## src/inc/biopm_defs.vh

```
// Register offsets, reset values and encodings of the I/O port block.
`ifndef BIOPM_DEFS_VH
`define BIOPM_DEFS_VH

// ****************************************************************
// Register byte offsets on the APB
// ****************************************************************
`define BIOPM_OFF_DATA 8'h00
`define BIOPM_OFF_DIR 8'h04
`define BIOPM_OFF_OPT 8'h08
`define BIOPM_OFF_SENS 8'h0c
`define BIOPM_OFF_ISEL 8'h10
`define BIOPM_OFF_STAT 8'h14
`define BIOPM_OFF_CLR 8'h18
`define BIOPM_OFF_EN 8'h1c
`define BIOPM_OFF_REQ 8'h20

// ****************************************************************
// Reset values
// ****************************************************************
`define BIOPM_RST_DATA 8'h00
`define BIOPM_RST_DIR 8'h00
`define BIOPM_RST_OPT 8'h00
`define BIOPM_RST_SENS 2'h0
`define BIOPM_RST_EN 8'h00

// ****************************************************************
// Sensitivity codes and request register fields
// ****************************************************************
`define BIOPM_SENS_LOW 2'h0
`define BIOPM_SENS_RISE 2'h1
`define BIOPM_SENS_FALL 2'h2
`define BIOPM_SENS_BOTH 2'h3
`define BIOPM_REQ_PEND 0
`define BIOPM_REQ_WAKE 1

`endif

```

## src/rtl/biopm_det.v

```verilog
// Event detector for the interrupt inputs of one port group.
`timescale 1ns/100ps
`default_nettype none
`include "biopm_defs.vh"

module biopm_det #(
  parameter WIDTH = 8
) (
  input wire ref_clk, // Clock.
  input wire rst, // Asynchronous reset, active high.
  input wire ce, // Clock enable.
  input wire [WIDTH-1:0] sel, // Pin is an interrupt input.
  input wire [WIDTH-1:0] lvl, // Pin level.
  input wire [1:0] sens, // Sensitivity code.
  output wire [WIDTH-1:0] ev // Per-pin event this cycle.
);

  reg [WIDTH-1:0] prev_q;
  reg [WIDTH-1:0] det;

  always @(posedge ref_clk or posedge rst)
  begin
    if (rst)
      prev_q <= {WIDTH{1'b1}};
    else if (ce)
      prev_q <= lvl;
  end

  always @*
  begin
    case (sens)
      `BIOPM_SENS_LOW: det = ~lvl;
      `BIOPM_SENS_RISE: det = lvl & ~prev_q;
      `BIOPM_SENS_FALL: det = ~lvl & prev_q;
      `BIOPM_SENS_BOTH: det = lvl ^ prev_q;
      default: det = {WIDTH{1'b0}};
    endcase
  end

  assign ev = det & sel;

endmodule
`default_nettype wire

```

## src/rtl/biopm_pin.v

```verilog
// Mode logic of one port pin: pad drive, pull-up, read-back and routing.
`timescale 1ns/100ps
`default_nettype none

module biopm_pin #(
  parameter INT_CAP = 1'b0,
  parameter PU_CAP = 1'b1
) (
  input wire ref_clk, // Clock.
  input wire rst, // Asynchronous reset, active high.
  input wire ce, // Clock enable.
  input wire dir, // Direction bit, one is output.
  input wire opt, // Option bit.
  input wire latch, // Stored data latch bit.
  input wire pin_in, // Pin level.
  input wire alt_claim, // Peripheral owns the pin.
  input wire alt_oe, // Peripheral drives the pin.
  input wire alt_out, // Peripheral output value.
  input wire alt_od, // Peripheral wants open drain.
  output reg pad_o_q, // Pad output value.
  output reg pad_oe_q, // Pad output enable.
  output reg pad_pu_q, // Pad pull-up enable.
  output reg alt_in_q, // Level seen by the peripheral.
  output wire rd_bit, // Data register read-back.
  output wire irq_sel // Pin is an interrupt input.
);

  wire alt_drv;
  reg val;
  reg od;
  reg drv;

  assign alt_drv = alt_claim & alt_oe;

  always @*
  begin
    if (alt_drv)
    begin
      val = alt_out;
      od = alt_od;
      drv = 1'b1;
    end
    else if (dir)
    begin
      val = latch;
      od = ~opt;
      drv = 1'b1;
    end
    else
    begin
      val = 1'b0;
      od = 1'b0;
      drv = 1'b0;
    end
  end

  // Pull-up only on a plain input with option set; interrupt pins
  // built without a pull-up stay floating.
  assign irq_sel = INT_CAP & ~dir & opt;

  always @(posedge ref_clk or posedge rst)
  begin
    if (rst)
    begin
      pad_o_q <= 1'b0;
      pad_oe_q <= 1'b0;
      pad_pu_q <= 1'b0;
      alt_in_q <= 1'b0;
    end
    else if (ce)
    begin
      pad_o_q <= val & ~od;
      pad_oe_q <= drv & ~(od & val);
      pad_pu_q <= ~drv & opt & (~INT_CAP | PU_CAP);
      alt_in_q <= dir ? latch : pin_in;
    end
  end

  // Input with peripheral driving reads the peripheral; output reads latch.
  assign rd_bit = dir ? latch : (alt_drv ? alt_out : pin_in);

endmodule
`default_nettype wire

```

## src/rtl/biopm_top.v

```verilog
// Top of the eight-pin I/O port: APB registers, pins and interrupts.
//
// Register access over APB and the placing of the registers were left to the implementer.
`timescale 1ns/100ps
`default_nettype none
`include "biopm_defs.vh"

module biopm_top #(
  parameter [7:0] INT_CAP = 8'h0f,
  parameter [7:0] PU_CAP = 8'h07
) (
  input wire ref_clk, // Clock, 250 MHz.
  input wire rst, // Asynchronous reset, active high.
  input wire ce, // Clock enable; low freezes all state.
  input wire psel, // APB select.
  input wire penable, // APB enable.
  input wire pwrite, // APB direction, high is write.
  input wire [7:0] paddr, // APB byte address.
  input wire [31:0] pwdata, // APB write data.
  output reg [31:0] prdata_q, // APB read data.
  output reg pready_q, // APB ready.
  output reg pslverr_q, // APB error on unmapped address.
  input wire [7:0] pin_in, // Pin levels.
  output wire [7:0] pad_o_q, // Pad output values.
  output wire [7:0] pad_oe_q, // Pad output enables.
  output wire [7:0] pad_pu_q, // Pad pull-up enables.
  input wire [7:0] alt_claim, // Peripheral owns pin.
  input wire [7:0] alt_oe, // Peripheral drives pin.
  input wire [7:0] alt_out, // Peripheral output values.
  input wire [7:0] alt_od, // Peripheral open-drain request.
  output wire [7:0] alt_in_q, // Levels to peripherals.
  input wire cpu_irq_mask, // Interrupt mask of cpu_condition_flags.
  input wire vector_fetch, // CPU fetches this group's vector.
  input wire lp_wait, // Device in wait mode.
  input wire lp_halt, // Device in halt mode.
  output reg ext_irq_q, // External interrupt request to CPU.
  output reg wake_q, // Wake-up request from wait or halt.
  output reg irq_q // Status interrupt, level.
);

  // ****************************************************************
  // Registers
  // ****************************************************************
  reg [7:0] port_data_latch_q;
  reg [7:0] dir_q;
  reg [7:0] opt_q;
  reg [1:0] ext_irq_sensitivity_ctrl_q;
  reg [7:0] stat_q;
  reg [7:0] en_q;
  reg req_q;

  wire [7:0] rd_vec;
  wire [7:0] isel;
  wire [7:0] ev;
  wire setup;
  wire acc;
  wire wr;
  reg [31:0] rdata;
  reg hit;

  assign setup = psel & ~penable;
  assign acc = psel & penable & pready_q;
  assign wr = acc & pwrite;

  // ****************************************************************
  // Pins
  // ****************************************************************
  genvar g;
  generate
    for (g = 0; g < 8; g = g + 1)
    begin : pins
      biopm_pin #(
        .INT_CAP(INT_CAP[g]),
        .PU_CAP(PU_CAP[g])
      ) u_pin (
        .ref_clk(ref_clk),
        .rst(rst),
        .ce(ce),
        .dir(dir_q[g]),
        .opt(opt_q[g]),
        .latch(port_data_latch_q[g]),
        .pin_in(pin_in[g]),
        .alt_claim(alt_claim[g]),
        .alt_oe(alt_oe[g]),
        .alt_out(alt_out[g]),
        .alt_od(alt_od[g]),
        .pad_o_q(pad_o_q[g]),
        .pad_oe_q(pad_oe_q[g]),
        .pad_pu_q(pad_pu_q[g]),
        .alt_in_q(alt_in_q[g]),
        .rd_bit(rd_vec[g]),
        .irq_sel(isel[g])
      );
    end
  endgenerate

  // ****************************************************************
  // Interrupt detection
  // ****************************************************************
  biopm_det #(
    .WIDTH(8)
  ) u_det (
    .ref_clk(ref_clk),
    .rst(rst),
    .ce(ce),
    .sel(isel),
    .lvl(pin_in),
    .sens(ext_irq_sensitivity_ctrl_q),
    .ev(ev)
  );

  // ****************************************************************
  // Register writes
  // ****************************************************************
  // Low-power inputs only steer wake-up; nothing here resets on them,
  // so the pins keep their state through wait and halt.
  always @(posedge ref_clk or posedge rst)
  begin
    if (rst)
    begin
      port_data_latch_q <= `BIOPM_RST_DATA;
      dir_q <= `BIOPM_RST_DIR;
      opt_q <= `BIOPM_RST_OPT;
      ext_irq_sensitivity_ctrl_q <= `BIOPM_RST_SENS;
      en_q <= `BIOPM_RST_EN;
    end
    else if (ce && wr)
    begin
      case (paddr)
        `BIOPM_OFF_DATA: port_data_latch_q <= pwdata[7:0];
        `BIOPM_OFF_DIR: dir_q <= pwdata[7:0];
        `BIOPM_OFF_OPT: opt_q <= pwdata[7:0];
        `BIOPM_OFF_SENS: ext_irq_sensitivity_ctrl_q <= pwdata[1:0];
        `BIOPM_OFF_EN: en_q <= pwdata[7:0];
        default: en_q <= en_q;
      endcase
    end
  end

  // ****************************************************************
  // Request latch and status
  // ****************************************************************
  // A new event wins over a vector fetch or a sensitivity change in the
  // same cycle, so a late edge is never lost.
  always @(posedge ref_clk or posedge rst)
  begin
    if (rst)
    begin
      req_q <= 1'b0;
      stat_q <= 8'h00;
    end
    else if (ce)
    begin
      if (|ev)
        req_q <= 1'b1;
      else if (vector_fetch || (wr && paddr == `BIOPM_OFF_SENS))
        req_q <= 1'b0;
      if (wr && paddr == `BIOPM_OFF_CLR)
        stat_q <= (stat_q & ~pwdata[7:0]) | ev;
      else
        stat_q <= stat_q | ev;
    end
  end

  always @(posedge ref_clk or posedge rst)
  begin
    if (rst)
    begin
      ext_irq_q <= 1'b0;
      wake_q <= 1'b0;
      irq_q <= 1'b0;
    end
    else if (ce)
    begin
      ext_irq_q <= req_q & ~cpu_irq_mask;
      wake_q <= req_q & (lp_wait | lp_halt);
      irq_q <= |(stat_q & en_q);
    end
  end

  // ****************************************************************
  // APB read and answer
  // ****************************************************************
  always @*
  begin
    rdata = 32'h0000_0000;
    hit = 1'b1;
    case (paddr)
      `BIOPM_OFF_DATA: rdata[7:0] = rd_vec;
      `BIOPM_OFF_DIR: rdata[7:0] = dir_q;
      `BIOPM_OFF_OPT: rdata[7:0] = opt_q;
      `BIOPM_OFF_SENS: rdata[1:0] = ext_irq_sensitivity_ctrl_q;
      `BIOPM_OFF_ISEL: rdata[7:0] = isel;
      `BIOPM_OFF_STAT: rdata[7:0] = stat_q;
      `BIOPM_OFF_CLR: rdata = 32'h0000_0000;
      `BIOPM_OFF_EN: rdata[7:0] = en_q;
      `BIOPM_OFF_REQ:
      begin
        rdata[`BIOPM_REQ_PEND] = req_q;
        rdata[`BIOPM_REQ_WAKE] = wake_q;
      end
      default: hit = 1'b0;
    endcase
  end

  // Ready rises one cycle after setup; read data is sampled in setup,
  // so every access costs exactly one access cycle with no wait.
  always @(posedge ref_clk or posedge rst)
  begin
    if (rst)
    begin
      pready_q <= 1'b0;
      pslverr_q <= 1'b0;
      prdata_q <= 32'h0000_0000;
    end
    else if (ce)
    begin
      pready_q <= setup;
      pslverr_q <= setup & ~hit;
      if (setup && !pwrite)
        prdata_q <= rdata;
    end
  end

endmodule
`default_nettype wire
```

## config.mk

```make
export PLATFORM = sky130hd
export DESIGN_NAME = biopm_top
export DESIGN_NICKNAME = d
export VERILOG_FILES = /design/src/rtl/biopm_det.v /design/src/rtl/biopm_pin.v /design/src/rtl/biopm_top.v
export VERILOG_INCLUDE_DIRS = /design/src /design/src/inc
export SDC_FILE = /design/constraint.sdc
export NUM_CORES = 1
export LEC_CHECK = 0
export ABC_AREA = 1
export BUFFER_PORTS_ARGS = -buffer_cell sky130_fd_sc_hd__buf_4
export CORE_MARGIN = 2
export CORE_UTILIZATION = 26
export CTS_BUF_LIST = sky130_fd_sc_hd__clkbuf_4 sky130_fd_sc_hd__clkbuf_8 sky130_fd_sc_hd__clkbuf_16
export DETAILED_ROUTE_END_ITERATION = 10
export PLACE_DENSITY_LB_ADDON = 0.12
export SKIP_CTS_REPAIR_TIMING = 1
export SLEW_MARGIN = 10
export SYNTH_ARGS = -nofsm -noshare
export SYNTH_HDL_FRONTEND = slang
export SYNTH_HIERARCHICAL = 1
export SYNTH_SLANG_ARGS = --single-unit
```

## constraint.sdc

```tcl
create_clock -name ref_clk -period 1.58 [get_ports ref_clk]
set_input_delay 0.237 -clock ref_clk [delete_from_list [all_inputs] [get_ports ref_clk]]
set_output_delay 0.237 -clock ref_clk [all_outputs]
set_load 0.1 [all_outputs]
```

==> impl_metrics.toml <==
[logic_synthesis]
syn_area_um2 = 6160
synth_cell_types = 32
synth_top_area_frac = 0.354
avgSynthCellArea_um2 = 7.16
ys_ff_latch = 95
ys_warn_count = 6
yosysTopAreaCell = "dfrtp_1"
synth.area.top_cells = "dfrtp_1 (35%), nand2_1 (16%), inv_1 (6.8%)"
postSynthCellCount = 860
yosysSeqAreaShare = 0.388

[layout]
register_area_um2 = 2390
multi_input_area_um2 = 3050
area.growth.synth_to_final_pct = 28.1
fillers = 2539
drive_gt1_frac = 0.261
stdcell_count = 1328
nNetsFinal = 1110
antennaDiodeCount = 0

[sta]
finalHoldViolations = 0
worst_pin_slew_ns = 0.501
rsz0062_at_grt = "true"
fin_crit_sh = 0.972
finalClockSkew_ns = 0.00450
max_freq_mhz = 651
finalMaxSlewViolations = 0
finalCriticalPeriod_ns = 1.54
max_slew_margin = 0.666
tns_ns = 0
setup_viol = 0

[drt]
vias_per_cell = 4.24
drt-initial-drc-count = 329
vias = 5634
drc = 0
detail-route-antenna-nets = 0
routedWlPerCell_um = 13.9
wl_um = 18500
drtPass1Iterations = 5

[clock_network]
cts-root-buf = "clkbuf_16"
clk_latency_ns = 0.35
clock-sinks = 95
clk_pin_slew_ns = 0.07
cts_tree = "yes"
cts_buffers = 9
cts_htree_levels = 3
clock_tree.buffer_depth = 2

[die]
design.die.area_um2 = 24900
rows = 56
initial_core_util = 0.264
die_w_um = 158
core_um2 = 23300
ios = 159
die_y_um = 158

[placed_design]
place_inst = 1310
gp_congestion = 0.761
portBuffers = 109
place_hpwl_um = 14100

[flow_run]
drv_cap = 0

[grt]
grt_max_degree = 43
grt_pass1_vias = 5434
grtUsageTotal = 0.154
grt_pass1_wl_um = 29200
grt_overflow_total = 0
antenna_found_initial = 0

[worst_setup_path]
arrival_ns = 1.78
worstSetupPathType = "register to register"
required_ns = 1.82
path_cells = "inv_1 > ha_1 > inv_1 > a21oi_1 > nor2_1 > nor2_1 > inv_1 > nand3_2 > o21ai_2 > nand2_1"
worst_setup_path_start_kind = "register"
critPathSlowestCell = "dfstp_2"
cp_common_cell = "inv_1"
cp-end-kind = "register"
cp_slowest_stage_delay_ns = 0.54
worstPathMaxFanout = 2
cp.buffers_inverters = 3
critPathTopFamily = "flip-flops"

[power_and_ir_drop]
p_leak_nw = 4.19
worst_ir_drop_vdd_v = 0.000392
cellPowerDensity_nw_per_um2 = 875

[hold_path]
hold_class = "input port to register"

[run_status]
status = "finished clean"
-- cells in the final DEF (no fill, tap or decap), drive strengths merged --
cell,instances
a21oi,32
o31ai,3
nand4,3
nor2,65
dfstp,8
buf,154
dfrtp,87
clkbuf,10
dlygate4sd3,1
conb,29
ha,16
bufinv,2
o211ai,8
nor3b,1
o21ai,76
nand3,84
a221oi,1
clkinvlp,3
inv,120
clkinv,6
nand2,300
-- synth_stat cells --
cell / instances
dfrtp_1: 87
clkbuf_1: 1
nand3_4: 1
nor2_4: 4
inv_1: 112
nand2_1: 267
o211ai_1: 8
buf_6: 10
nand4_1: 3
a221oi_1: 1
a21oi_2: 4
dfstp_2: 8
clkinv_2: 4
nand2_4: 7
o21ai_0: 43
o21ai_1: 28
buf_4: 32
nor2_1: 53
nand3_2: 2
buf_2: 2
conb_1: 6
inv_2: 8
nor2_2: 6
o31ai_1: 3
nand2_2: 26
o21ai_2: 5
ha_1: 16
clkinv_4: 1
a21oi_1: 28
nor2_8: 2
nor3b_1: 1
nand3_1: 81
-- final cells by class --
type,count,share of cell area
Clock buffer,10,0.0303
Clock inverter,6,0.0117
Sequential cell,95,0.303
Inverter,125,0.0612
Tap cell,319,0.0506
Multi-Input combinational cell,618,0.387
Timing Repair Buffer,155,0.156
-- per-layer routing --
layer | global-route usage | up-vias | routed length [µm]
li1 | - | 2937 | -
met1 | 0.214 | 2573 | 9120
met2 | 0.252 | 111 | 8530
met3 | 0.0170 | 13 | 623
met4 | 0.0455 | 0 | 219
met5 | 0 | - | 0
-- worst paths after layout --
check / end / cells after the start / from / slack [ns]
setup / recovery: req_q / 10 / u_det/prev_q[3] / 0.04
hold / removal: ext_irq_q / 2 / cpu_irq_mask / 0.07
setup reg to reg: req_q / 10 / u_det/prev_q[3] / 0.04
hold reg to reg: pins[6].u_pin/pad_o_q / 2 / pins[6].u_pin/pad_o_q / 0.48
max in group asynchronous: opt_q[3] / 4 / rst / 0.59
min in group asynchronous: pins[3].u_pin/pad_o_q / 3 / rst / 0.44
-- worst register-to-register path, cell delays in order, from the launching register on --
cell	delay [ns]
dfstp_2	0.54
inv_1	0.05
ha_1	0.17
inv_1	0.05
a21oi_1	0.05
nor2_1	0.11
nor2_1	0.05
inv_1	0.09
nand3_2	0.09
o21ai_2	0.16
nand2_1	0.07
-- metrics by stage --
stage | cell area (µm²) | utilization | worst slack, ns | total power [mW] | hold slack (ns)
final | 7890 | 0.338 | 0.0442 | 6.90 | 0.0650
after global placement | 7490 | 0.321 | -0.0485 | 4.46 | 0.260
after floorplan | 6250 | - | 0.0230 | 4.00 | -0.00936
after detailed placement | 7490 | 0.321 | -0.0612 | 4.46 | 0.262
after CTS | 7830 | 0.335 | -0.0948 | 6.98 | -0.124
after global routing | 7890 | 0.338 | -0.0633 | 7.21 | 0.0635
-- registers in the layout (all words and copies together) (netlist names) --
name and flops:
req_q 1, dir_q 8, pins.u_pin/pad_oe_q 8, u_det/prev_q 8, irq_q 1, en_q 8
wake_q 1, ext_irq_sensitivity_ctrl_q 2, stat_q 8, pslverr_q 1, pins.u_pin/alt_in_q 8, pready_q 1
prdata_q 8, pins.u_pin/pad_pu_q 7, opt_q 8, pins.u_pin/pad_o_q 8, port_data_latch_q 8, ext_irq_q 1
-- cell families (layout without fill, tap and decap cells) --
logic type                 after synthesis  count (layout)  synth area share
buffers and inverters                  170             296             0.137
other                                    6              29           0.00366
and+or+nand+nor                        453             453             0.330
adders and majority gates               16              16            0.0325
AOI/OAI and AO/OA                      120             120             0.108
DFF                                     95              95             0.388
-- power breakdown --
group	internal [mW]	switching [mW]
registers	2.56	0.0741
clock network	1.44	1.04
logic	0.404	1.39
No activity file was read; power rests on OpenSTA's default activity.
